**config.mk**
```make
export PLATFORM = sky130hd
export DESIGN_NAME = switch_global_lookup_config
export DESIGN_NICKNAME = d
export VERILOG_FILES = /design/src/core/switch_lookup_pkg.sv /design/src/core/switch_global_lookup_config.sv /design/src/core/lookup_hash_index.sv
export SDC_FILE = /design/constraint.sdc
export NUM_CORES = 1
export LEC_CHECK = 0
export ABC_AREA = 1
export BUFFER_PORTS_ARGS = -buffer_cell sky130_fd_sc_hd__buf_4
export CORE_UTILIZATION = 45
export CTS_BUF_LIST = sky130_fd_sc_hd__clkbuf_2
export DETAILED_ROUTE_END_ITERATION = 7
export PLACE_DENSITY = 0.69
export SYNTH_ARGS = -nofsm -noshare
export SYNTH_HDL_FRONTEND = slang
export SYNTH_SLANG_ARGS = --single-unit
export TNS_END_PERCENT = 5
```
**constraint.sdc**
```tcl
create_clock -name clk -period 4 [get_ports clk]
set_input_delay 0.4 -clock clk [delete_from_list [all_inputs] [get_ports clk]]
set_output_delay 0.4 -clock clk [all_outputs]
set_load 0.05 [all_outputs]
```
**src/core/switch_lookup_pkg.sv**
```systemverilog
// Constants for the global lookup configuration register bank
package switch_lookup_pkg;

    // -------------------------------------------------------------------
    // Register byte addresses
    // -------------------------------------------------------------------
    localparam logic [15:0] ADDR_MAC4    = 16'h0306;
    localparam logic [15:0] ADDR_MAC5    = 16'h0307;
    localparam logic [15:0] ADDR_MTU_HI  = 16'h0308;
    localparam logic [15:0] ADDR_MTU_LO  = 16'h0309;
    localparam logic [15:0] ADDR_TPID_HI = 16'h030A;
    localparam logic [15:0] ADDR_TPID_LO = 16'h030B;
    localparam logic [15:0] ADDR_LKUP0   = 16'h0310;

    // -------------------------------------------------------------------
    // Reset values
    // -------------------------------------------------------------------
    localparam logic [7:0]  RST_MAC4  = 8'hFF;
    localparam logic [7:0]  RST_MAC5  = 8'hFF;
    localparam logic [15:0] RST_MTU   = 16'h07D0;
    localparam logic [15:0] RST_TPID  = 16'h9100;
    localparam logic [7:0]  RST_LKUP0 = 8'h61;
    localparam logic [7:0]  RD_NONE   = 8'h00;

    // -------------------------------------------------------------------
    // Field layout
    // -------------------------------------------------------------------
    localparam int unsigned MTU_LEN_W   = 14;
    localparam logic [13:0] MTU_JUMBO   = 14'h2328;
    localparam int unsigned BIT_VLAN_EN = 7;
    localparam int unsigned BIT_DROP_VID = 6;
    localparam int unsigned AGE_MSB     = 5;
    localparam int unsigned AGE_LSB     = 3;
    localparam int unsigned AGE_W       = 3;
    localparam int unsigned BIT_RSV_MC  = 2;
    localparam int unsigned HASH_MSB    = 1;
    localparam int unsigned HASH_LSB    = 0;
    localparam int unsigned PERIOD_W    = 8;
    localparam int unsigned AGING_W     = 11;

    // -------------------------------------------------------------------
    // Hash mapping
    // -------------------------------------------------------------------
    localparam logic [1:0]  HASH_DIRECT0 = 2'h0;
    localparam logic [1:0]  HASH_CRC     = 2'h1;
    localparam logic [1:0]  HASH_XOR     = 2'h2;
    localparam logic [1:0]  HASH_DIRECT3 = 2'h3;
    localparam int unsigned DA_W         = 48;
    localparam int unsigned INDEX_W      = 10;
    localparam logic [9:0]  CRC_POLY     = 10'h233;

endpackage

```
**src/core/switch_global_lookup_config.sv**
```systemverilog
// Global lookup configuration registers and their per-frame decisions
`timescale 1ns/1ps
`default_nettype none

module switch_global_lookup_config (
    // Clock and reset
    input  wire logic        clk,
    input  wire logic        nrst,
    input  wire logic        ce,
    // Register access port
    input  wire logic [15:0] reg_addr,
    input  wire logic        reg_wr,
    input  wire logic [7:0]  reg_wdata,
    input  wire logic        reg_rd,
    output logic      [7:0]  reg_rdata_q,
    output logic             reg_rvalid_q,
    // From neighbouring registers
    input  wire logic [31:0] mac_upper_bytes,
    input  wire logic [7:0]  age_period,
    input  wire logic        double_tag_en,
    input  wire logic        unknown_vid_fwd_en,
    // Frame length check
    input  wire logic        frame_check,
    input  wire logic [13:0] frame_payload_len,
    output logic             truncate_frame_q,
    // VLAN decisions
    input  wire logic        invalid_vid_seen,
    output logic             vid_drop_q,
    output logic             vid_to_host_q,
    output logic             vid_unknown_fwd_q,
    // Address table
    input  wire logic        entry_update,
    output logic      [2:0]  entry_age_q,
    output logic             entry_age_valid_q,
    input  wire logic        lookup_req,
    input  wire logic [47:0] dest_addr,
    output logic      [9:0]  lookup_index_q,
    output logic             lookup_index_valid_q,
    // Configuration outputs
    output logic      [15:0] default_tag_type_q,
    output logic      [15:0] outer_tag_type_q,
    output logic             vlan_enable_q,
    output logic             rsv_mcast_enable_q,
    output logic      [10:0] aging_time_q,
    output logic      [47:0] switch_mac_q
);

    // -------------------------------------------------------------------
    // Register file
    // -------------------------------------------------------------------
    logic [7:0]  mac4_q, mac4_d;
    logic [7:0]  mac5_q, mac5_d;
    logic [15:0] mtu_q, mtu_d;
    logic [15:0] tpid_q, tpid_d;
    logic [7:0]  lkup0_q, lkup0_d;
    logic [7:0]  rdata_d;
    logic        rvalid_d;

    always_comb begin
        mac4_d   = mac4_q;
        mac5_d   = mac5_q;
        mtu_d    = mtu_q;
        tpid_d   = tpid_q;
        lkup0_d  = lkup0_q;
        rdata_d  = reg_rdata_q;
        rvalid_d = 1'b0;
        if (reg_wr) begin
            // All 16 bits stored and the low 14 compared, so 9000 fits without clamping
            unique case (reg_addr)
                switch_lookup_pkg::ADDR_MAC4:    mac4_d = reg_wdata;
                switch_lookup_pkg::ADDR_MAC5:    mac5_d = reg_wdata;
                switch_lookup_pkg::ADDR_MTU_HI:  mtu_d[15:8] = reg_wdata;
                switch_lookup_pkg::ADDR_MTU_LO:  mtu_d[7:0] = reg_wdata;
                switch_lookup_pkg::ADDR_TPID_HI: tpid_d[15:8] = reg_wdata;
                switch_lookup_pkg::ADDR_TPID_LO: tpid_d[7:0] = reg_wdata;
                switch_lookup_pkg::ADDR_LKUP0:   lkup0_d = reg_wdata;
                default: ;
            endcase
        end
        if (reg_rd) begin
            rvalid_d = 1'b1;
            unique case (reg_addr)
                switch_lookup_pkg::ADDR_MAC4:    rdata_d = mac4_q;
                switch_lookup_pkg::ADDR_MAC5:    rdata_d = mac5_q;
                switch_lookup_pkg::ADDR_MTU_HI:  rdata_d = mtu_q[15:8];
                switch_lookup_pkg::ADDR_MTU_LO:  rdata_d = mtu_q[7:0];
                switch_lookup_pkg::ADDR_TPID_HI: rdata_d = tpid_q[15:8];
                switch_lookup_pkg::ADDR_TPID_LO: rdata_d = tpid_q[7:0];
                switch_lookup_pkg::ADDR_LKUP0:   rdata_d = lkup0_q;
                default:                         rdata_d = switch_lookup_pkg::RD_NONE;
            endcase
        end
    end

    always_ff @(posedge clk or negedge nrst) begin
        if (!nrst) begin
            mac4_q       <= switch_lookup_pkg::RST_MAC4;
            mac5_q       <= switch_lookup_pkg::RST_MAC5;
            mtu_q        <= switch_lookup_pkg::RST_MTU;
            tpid_q       <= switch_lookup_pkg::RST_TPID;
            lkup0_q      <= switch_lookup_pkg::RST_LKUP0;
            reg_rdata_q  <= switch_lookup_pkg::RD_NONE;
            reg_rvalid_q <= 1'b0;
        end else if (ce) begin
            mac4_q       <= mac4_d;
            mac5_q       <= mac5_d;
            mtu_q        <= mtu_d;
            tpid_q       <= tpid_d;
            lkup0_q      <= lkup0_d;
            reg_rdata_q  <= rdata_d;
            reg_rvalid_q <= rvalid_d;
        end
    end

    // -------------------------------------------------------------------
    // Decisions and configuration outputs
    // -------------------------------------------------------------------
    logic [2:0]  age_count;
    logic [1:0]  hash_sel;
    logic [9:0]  hash_index;
    logic        truncate_d, vdrop_d, vhost_d, vunk_d, age_valid_d, idx_valid_d;
    logic [2:0]  entry_age_d;
    logic [9:0]  index_d;
    logic [15:0] def_tag_d, outer_tag_d;
    logic [10:0] aging_d;
    logic [47:0] mac_d;

    assign age_count = lkup0_q[switch_lookup_pkg::AGE_MSB:switch_lookup_pkg::AGE_LSB];
    assign hash_sel  = lkup0_q[switch_lookup_pkg::HASH_MSB:switch_lookup_pkg::HASH_LSB];

    lookup_hash_index u_hash (
        .lookup_hash_select (hash_sel),
        .dest_addr          (dest_addr),
        .index              (hash_index)
    );

    always_comb begin
        truncate_d  = truncate_frame_q;
        if (frame_check) begin
            truncate_d = frame_payload_len > mtu_q[switch_lookup_pkg::MTU_LEN_W-1:0];
        end
        // Unknown-VID handling wins over the drop bit
        vunk_d  = invalid_vid_seen & unknown_vid_fwd_en;
        vdrop_d = invalid_vid_seen & ~unknown_vid_fwd_en & lkup0_q[switch_lookup_pkg::BIT_DROP_VID];
        vhost_d = invalid_vid_seen & ~unknown_vid_fwd_en & ~lkup0_q[switch_lookup_pkg::BIT_DROP_VID];
        age_valid_d = entry_update;
        entry_age_d = entry_update ? age_count : entry_age_q;
        idx_valid_d = lookup_req;
        index_d     = lookup_req ? hash_index : lookup_index_q;
        def_tag_d   = tpid_q;
        outer_tag_d = double_tag_en ? tpid_q : 16'h0000;
        // Largest product 7 x 255 still fits eleven bits
        aging_d     = 11'(age_count) * 11'(age_period);
        mac_d       = {mac_upper_bytes, mac4_q, mac5_q};
    end

    always_ff @(posedge clk or negedge nrst) begin
        if (!nrst) begin
            truncate_frame_q     <= 1'b0;
            vid_drop_q           <= 1'b0;
            vid_to_host_q        <= 1'b0;
            vid_unknown_fwd_q    <= 1'b0;
            entry_age_q          <= 3'h0;
            entry_age_valid_q    <= 1'b0;
            lookup_index_q       <= 10'h000;
            lookup_index_valid_q <= 1'b0;
            default_tag_type_q   <= switch_lookup_pkg::RST_TPID;
            outer_tag_type_q     <= 16'h0000;
            vlan_enable_q        <= 1'b0;
            rsv_mcast_enable_q   <= 1'b0;
            aging_time_q         <= 11'h000;
            switch_mac_q         <= 48'h0;
        end else if (ce) begin
            truncate_frame_q     <= truncate_d;
            vid_drop_q           <= vdrop_d;
            vid_to_host_q        <= vhost_d;
            vid_unknown_fwd_q    <= vunk_d;
            entry_age_q          <= entry_age_d;
            entry_age_valid_q    <= age_valid_d;
            lookup_index_q       <= index_d;
            lookup_index_valid_q <= idx_valid_d;
            default_tag_type_q   <= def_tag_d;
            outer_tag_type_q     <= outer_tag_d;
            vlan_enable_q        <= lkup0_q[switch_lookup_pkg::BIT_VLAN_EN];
            rsv_mcast_enable_q   <= lkup0_q[switch_lookup_pkg::BIT_RSV_MC];
            aging_time_q         <= aging_d;
            switch_mac_q         <= mac_d;
        end
    end

    // -------------------------------------------------------------------
    // Checks
    // -------------------------------------------------------------------
    chk_truncate_flag: assert property (@(posedge clk) disable iff (!nrst)
        ce && frame_check |=> truncate_frame_q == ($past(frame_payload_len) > $past(mtu_q[13:0])))
        else $error("truncate flag wrong");
    chk_mtu_low_write: assert property (@(posedge clk) disable iff (!nrst)
        ce && reg_wr && reg_addr == switch_lookup_pkg::ADDR_MTU_LO |=> mtu_q[7:0] == $past(reg_wdata))
        else $error("limit low byte not stored");
    chk_byte_order: assert property (@(posedge clk) disable iff (!nrst)
        ce && reg_rd && reg_addr == switch_lookup_pkg::ADDR_TPID_HI |=> reg_rvalid_q && reg_rdata_q == $past(tpid_q[15:8]))
        else $error("high byte not at lower address");
    chk_outer_tag: assert property (@(posedge clk) disable iff (!nrst)
        ce && double_tag_en |=> outer_tag_type_q == $past(tpid_q) && default_tag_type_q == $past(tpid_q))
        else $error("tag type not driven");
    // Sampled reset in the antecedent skips the release edge, where flops were still in reset
    chk_vlan_enable: assert property (@(posedge clk) disable iff (!nrst)
        nrst && ce |=> vlan_enable_q == $past(lkup0_q[7]))
        else $error("vlan enable mismatch");
    chk_vid_drop: assert property (@(posedge clk) disable iff (!nrst)
        ce && invalid_vid_seen && !unknown_vid_fwd_en |=> vid_drop_q == $past(lkup0_q[6]) && vid_to_host_q != vid_drop_q)
        else $error("invalid vid policy wrong");
    chk_vid_override: assert property (@(posedge clk) disable iff (!nrst)
        ce && invalid_vid_seen && unknown_vid_fwd_en |=> vid_unknown_fwd_q && !vid_drop_q && !vid_to_host_q)
        else $error("unknown vid did not win");
    chk_age_write: assert property (@(posedge clk) disable iff (!nrst)
        ce && entry_update |=> entry_age_valid_q && entry_age_q == $past(lkup0_q[5:3]))
        else $error("age count not written");
    chk_aging_time: assert property (@(posedge clk) disable iff (!nrst)
        nrst && ce |=> aging_time_q == 11'($past(lkup0_q[5:3])) * 11'($past(age_period)))
        else $error("aging time wrong");
    chk_rsv_mcast: assert property (@(posedge clk) disable iff (!nrst)
        nrst && ce |=> rsv_mcast_enable_q == $past(lkup0_q[2]))
        else $error("reserved multicast enable wrong");
    chk_direct_index: assert property (@(posedge clk) disable iff (!nrst)
        ce && lookup_req && (lkup0_q[1:0] == 2'h0 || lkup0_q[1:0] == 2'h3)
        |=> lookup_index_valid_q && lookup_index_q == $past(dest_addr[9:0]))
        else $error("direct index wrong");
    chk_mac_addr: assert property (@(posedge clk) disable iff (!nrst)
        nrst && ce |=> switch_mac_q == {$past(mac_upper_bytes), $past(mac4_q), $past(mac5_q)})
        else $error("switch address mismatch");

endmodule

`default_nettype wire

```
**src/core/lookup_hash_index.sv**
```systemverilog
// Dynamic table index from destination address, per hash select
`timescale 1ns/1ps
`default_nettype none

module lookup_hash_index (
    // Select and address
    input  wire logic [1:0]  lookup_hash_select,
    input  wire logic [47:0] dest_addr,
    // Table index
    output logic      [9:0]  index
);

    // -------------------------------------------------------------------
    // Hash functions
    // -------------------------------------------------------------------
    function automatic logic [9:0] crc_hash(input logic [47:0] a);
        logic [9:0] c;
        logic       fb;
        c = '0;
        for (int i = 47; i >= 0; i--) begin
            fb = c[9] ^ a[i];
            c  = {c[8:0], 1'b0} ^ (fb ? switch_lookup_pkg::CRC_POLY : 10'h000);
        end
        return c;
    endfunction

    function automatic logic [9:0] xor_hash(input logic [47:0] a);
        logic [9:0] x;
        x = a[9:0] ^ a[19:10] ^ a[29:20] ^ a[39:30] ^ {2'h0, a[47:40]};
        return x;
    endfunction

    always_comb begin
        unique case (lookup_hash_select)
            switch_lookup_pkg::HASH_CRC: index = crc_hash(dest_addr);
            switch_lookup_pkg::HASH_XOR: index = xor_hash(dest_addr);
            switch_lookup_pkg::HASH_DIRECT0,
            switch_lookup_pkg::HASH_DIRECT3: index = dest_addr[9:0];
        endcase
    end

endmodule

`default_nettype wire

```
# == Yosys cells after proc, flatten, opt, wreduce, memory -nomap -nowiden ==
# Index checks and enable logic that the tools add are counted.
# totals
register_bits,177
inputBits,137
output_inout_bits,121
# op_classes
n_bitwise,104
n_mul,1
n_eq_ne,10
n_lt_le_gt_ge,1
muxes,52
reduce_logical,13
# ops
op,count
$xor 10x10->10,50
$mux 10,48
$eq 16x10->1 const B,7
$pmux 8 s7,1
$xor 1x1->1,47
$pmux 10 s3,1
$reduce_and 3->1,7
$mux 16,1
$gt 14x14->1,1
$mul 3x8->11,1
$xor 10x8->10,1
$reduce_and 2->1,4
$and 1x1->1,4
$eq 2x2->1 const B,2
$eq 2x1->1 const B,1
$logic_not 2->1,1
$not 1->1,2
$reduce_or 2->1,1
$mux 1,1

# == Longest topological paths before layout ==
# logic_depth
ltp_word,143
depth_mapped,38
depth_no_buf,37

# == Modules after synthesis ==
# From an unflattened synthesis, not the netlist that was laid out.
# unflattened
hier_cells,1596
hier_area_um2,11737.5
# by_module_without_submodules
module,instances,area_per_inst_um2,cells_each,seq_area_each_um2
switch_global_lookup_config,1,8565.7,961,4468.0
lookup_hash_index,1,3171.8,635,0.0

# == Worst setup path after synthesis ==
# Ideal clock, no wire load.
# synth_path
kind,register -> register
from,reg lkup0_q[5]
to,reg aging_time_q[10]
arrival_time_ps,2911
path_stages_with_launch,17
slack_ps,1012
cell_sequence,dfstp_2 -> clkbuf_1 -> nand2_1 -> fa_1 -> inv_1 -> ha_1 -> inv_1 -> fa_1 -> o31ai_1 -> inv_1 -> nor2_1 -> nor2_1 -> nor2_1 -> nor2_1 -> nor2_1 -> o21ai_0 -> a21oi_1
# synth_via
elab_chain_len,1
# synth_rtl
item,line_no,text
start: declaration,switch_global_lookup_config.sv:55,"logic [7:0] lkup0_q, lkup0_d;"
start signal: assignment,switch_global_lookup_config.sv:101,lkup0_q <= switch_lookup_pkg::RST_LKUP0;
start signal: assignment,switch_global_lookup_config.sv:109,lkup0_q <= lkup0_d;
$mul 3x8->11,switch_global_lookup_config.sv:153,aging_d = 11'(age_count) * 11'(age_period);
end signal: assignment,switch_global_lookup_config.sv:186,aging_time_q <= aging_d;
end: declaration,switch_global_lookup_config.sv:44,"output logic [10:0] aging_time_q,"
# No other way between the ends.
# A chain may end at the register's enable or synchronous reset.

# == Final worst setup path ==
# Same ends and word-level chain as after synthesis.

==> PnR_summary.wiki <==
{| class="wikitable"
! Metric !! Value
|-
| Final hold violation count || 0
|-
| Placed Cells incl. Taps || about 2.0k
|-
| Maximum buffer depth of the clock tree || 2
|-
| Area used by multi-input combinational logic || ~5700 um^2
|-
| FILL cells || ~2.2k
|-
| Count of endpoints failing setup in the final report || 0
|-
| Most Used Layer, Global Route || met2
|-
| Library cell contributing the largest single delay on the critical path || sky130_fd_sc_hd__dfstp_2
|-
| Worst endpoint data arrival time || 3920 ps
|-
| Proportion of power drawn by the clock network || 19.3%
|-
| Sum of net half-perimeters after detailed placement || 24900 um
|-
| Routed wire length per instance || 15.3 um
|-
| Source-to-sink clock delay at the later pin of the worst-skew pair || around 790 ps
|-
| Sequential cell area || 4470 um^2
|-
| Count of nets left with antenna violations after detail routing || 0
|-
| Total CTS buffers || 17
|-
| Length of the first detailed-routing pass in iterations || 5
|-
| Number of nets in the final layout || 1942
|-
| Gate count of the mapped netlist || 1480
|-
| Effective utilization at floorplan || 46.3%
|-
| Die Outline Area || between 20000 and 25000 um^2
|-
| Clock sink total || 177
|-
| Clock tree from TritonCTS || done
|-
| Aggregate global routing overflow || 0
|-
| Number of antenna violations at the first check in global routing || 1
|-
| Unrepaired setup endpoints after global routing || false
|-
| Pwr/cell area || ~360 nW/um^2
|-
| Distinct cell type count of the synthesized netlist || between 50 and 60
|-
| Cell area after synthesis || about 11000 um^2
|-
| WS Path Type || flip-flop to flip-flop
|-
| Worst-path clk slew || 350 ps
|-
| Slew HR || a little over two fifths
|-
| Path category of the worst min-delay check || primary input to flip-flop
|-
| Kind of cell adding the most delay to the critical path || adder cells
|-
| Crit. End Element || flip-flop
|-
| First DRT Iteration DRCs || slightly below 700
|-
| Most frequent standard cell in the layout excluding fill and tap cells || sky130_fd_sc_hd__nand2_1
|-
| Fmax || 0.317 GHz
|-
| Sum of buffers and inverters on the critical path || 3
|-
| Sequential power share || 37.3%
|-
| Power spent charging and discharging nets || 2160 uW
|-
| Syn Area/Cell || ~7.4 um^2
|-
| Sequential element share of the synthesized area || 40.8%
|-
| Final cell count without fillers || 2106
|-
| Fraction of met3 tracks used by global routing || 3.48%
|-
| Post-synthesis sequential element count || 177
|-
| IO Count || 258
|-
| Commonest non-fill, non-tap cells in the layout || 589 x sky130_fd_sc_hd__nand2_1, 263 x sky130_fd_sc_hd__buf_4, 146 x sky130_fd_sc_hd__inv_1, 146 x sky130_fd_sc_hd__dfrtp_1, 120 x sky130_fd_sc_hd__o21ai_0
|-
| Result of the run || finished clean
|-
| Fraction of registers with async set/reset || between 90% and 100%
|-
| Number of enable flip-flop cells after synthesis || 0
|-
| Slew at the pin closest to its max-slew limit || 859 ps
|-
| Vias/cell || 5.04
|-
| Proportion of layout cells with a drive suffix above 1 || 24.5%
|-
| Total of max-cap violations || 0
|-
| Placeable core region || 23700 um^2
|-
| Critical Path Fanout Max || 10
|-
| Overall Global Routing Usage || 26.1%
|-
| Switching part of the total || 43.0%
|-
| Height of the die || 158 um
|-
| Setup crit start kind || flip-flop
|-
| Required time at the endpoint of the critical path || 4770 ps
|-
| Cell-internal power || ~2900 uW
|-
| Weighted congestion at the end of routability-driven global placement || 0.948
|-
| Total power consumption of the routed design || 5030 uW
|-
| Syn-to-layout area delta || 27.2%
|-
| Primary FF master, synth || sky130_fd_sc_hd__dfrtp_1
|-
| Final critical path time including I/O delays and setup || 3150 ps
|-
| Total number of H-tree levels || 4
|-
| Library cell appearing most often on the critical path || sky130_fd_sc_hd__nor2_1
|-
| Routing usage on met2 || 42.4%
|-
| Met1 routing resource usage after global routing || 35.3%
|-
| FP Rows || 56
|-
| Wire length of the first global-routing pass || 50200 um
|-
| Final worst path period share || 78.8%
|-
| Number of buffers added on ports || 257
|-
| Root Buffer Master || sky130_fd_sc_hd__clkbuf_2
|-
| Total setup buffers inserted after CTS || 0
|-
| Sequence of cells on the critical path || nand2_1, fa_1, inv_1, ha_1, inv_1, fa_1, o31ai_1, inv_1, nor2_1, nor2_1, nor2_1, nor2_1, nor2_1, o21ai_0, a21oi_1
|-
| Total routed wirelength || around 32000 um
|-
| Maximum number of pins on one net before global-route repair || 96
|-
| Combinational power share || 43.5%
|-
| Peak per-stage delay on the critical path || 700 ps
|-
| Worst Skew || 70.7 ps
|-
| Die Span X || 158 um
|-
| Leak pwr || between 0.007 and 0.008 uW
|-
| Vias in the first global route || 9934
|-
| IR Drop Worst-Case VDD || 0.300 mV
|-
| DRC violation count after routing || 0
|-
| Count of synthesis-stage warnings from yosys || 0
|-
| Setup TNS Final || 0 ps
|-
| Count of vias placed by the detailed router || 10.6k
|-
| Fin. max-slew vios || 0
|-
| Number of nets in the synthesized netlist || 1650
|}
layer usage:
layer  up-vias  wire length, um
li1       5262                -
met1      4938            14200
met2       366            15000
met3        54             2080
met4         0              976
met5         -                0
cells in the mapped netlist (6+ instances only):
cell / instances / area share [%]
sky130_fd_sc_hd__fa_1: 7 / 1.3
sky130_fd_sc_hd__inv_1: 147 / 5.0
sky130_fd_sc_hd__nand3b_1: 6 / 0.41
sky130_fd_sc_hd__a21oi_1: 33 / 1.5
sky130_fd_sc_hd__o21ai_0: 120 / 5.5
sky130_fd_sc_hd__xor2_1: 39 / 3.1
sky130_fd_sc_hd__nand2_4: 12 / 1.2
sky130_fd_sc_hd__nand2_2: 53 / 3.0
sky130_fd_sc_hd__nand3_2: 8 / 0.73
sky130_fd_sc_hd__ha_1: 26 / 3.0
sky130_fd_sc_hd__o22ai_1: 9 / 0.51
sky130_fd_sc_hd__xnor2_1: 15 / 1.2
sky130_fd_sc_hd__clkbuf_1: 31 / 1.1
sky130_fd_sc_hd__nor4_1: 12 / 0.68
sky130_fd_sc_hd__dfrtp_1: 146 / 33
sky130_fd_sc_hd__inv_2: 18 / 0.62
sky130_fd_sc_hd__nand3_1: 79 / 3.6
sky130_fd_sc_hd__nand4_1: 6 / 0.34
sky130_fd_sc_hd__nor2_1: 36 / 1.2
sky130_fd_sc_hd__nand2_1: 589 / 20
sky130_fd_sc_hd__dfstp_2: 31 / 7.4
logic make-up (layout without fill, tap and decap cells):
logic type | after synthesis | count (layout) | share of synthesized area, %
AO/OA/AOI/OAI | 182 | 182 | 8.97
XOR/XNOR | 63 | 63 | 5.87
adder cells (fa/ha/maj) | 33 | 33 | 4.25
buffers and inverters | 207 | 512 | 7.17
flip-flops | 177 | 177 | 40.8
other | 0 | 2 | 0
AND/OR/NAND/NOR | 818 | 818 | 33.0
state kept, by name (all words and copies together) (netlist names), 3 cells and up:
name	count
outer_tag_type_q	16
entry_age_q	3
lookup_index_q	10
lkup0_q	8
switch_mac_q	48
aging_time_q	11
def_tag_d	16
reg_rdata_q	8
default_tag_type_q	16
mac4_q	8
mtu_q	16
mac5_q	8
worst paths after layout:
check	cells after the start	slack (ps)	from	endpoint
worst min-delay path	5	80	frame_payload_len[1]	truncate_frame_q$_DFFE_PN0P_
max in group asynchronous	3	2700	nrst	mac4_q[2]$_DFFE_PN1P_
worst max register to register	15	850	lkup0_q[5]$_DFFE_PN1P_	aging_time_q[10]$_DFFE_PN0P_
min in group asynchronous	2	180	nrst	default_tag_type_q[10]$_DFFE_PN0P_
worst min register to register	2	430	mac4_q[6]$_DFFE_PN1P_	switch_mac_q[14]$_DFFE_PN0P_
worst max-delay path	15	850	lkup0_q[5]$_DFFE_PN1P_	aging_time_q[10]$_DFFE_PN0P_
timing repair:
item,in CTS,in global routing
resized for setup,0,0
endpoints found under the hold margin,141,0
hold buffers,48,0
cell type report:
type | instances | share of cell area [%]
clock inverters | 14 | 1.19
well taps | 319 | 2.86
inverters | 168 | 4.53
repair buffers | 312 | 17.7
diodes | 2 | 0.0359
multi-input cells | 1096 | 41.0
clock buffers | 18 | 0.646
flip-flops and latches | 177 | 32.0
power by group through the flow:
| stage | registers [uW] | clock network (uW) | logic [uW] |
|---|---|---|---|
| floorplan | 2070 | 0 | 1420 |
| global placement | 1900 | 0 | 2090 |
| detailed placement | 1900 | 0 | 2120 |
| CTS | 1870 | 997 | 2170 |
| global route | 1880 | 1060 | 2430 |
| finish | 1870 | 970 | 2190 |
through the flow:
step	hold slack [ps]	utilization, %	area [um^2]	setup slack, ps
floorplan	104	-	11000	1010
global placement	454	55.7	13200	611
detailed placement	459	55.7	13200	594
CTS	7.89	58.9	13900	853
global route	7.75	58.9	13900	497
finish	75.5	58.9	13900	848
worst reg2reg max path: cells and delay by family (launching register included):
kind	cells	cell delay [ps]
simple gates	6	610
fa+ha+maj	3	1040
buf+inv	3	190
compound gates	3	630
flops	1	700
Note: power is estimated with default switching activity, not from simulation.
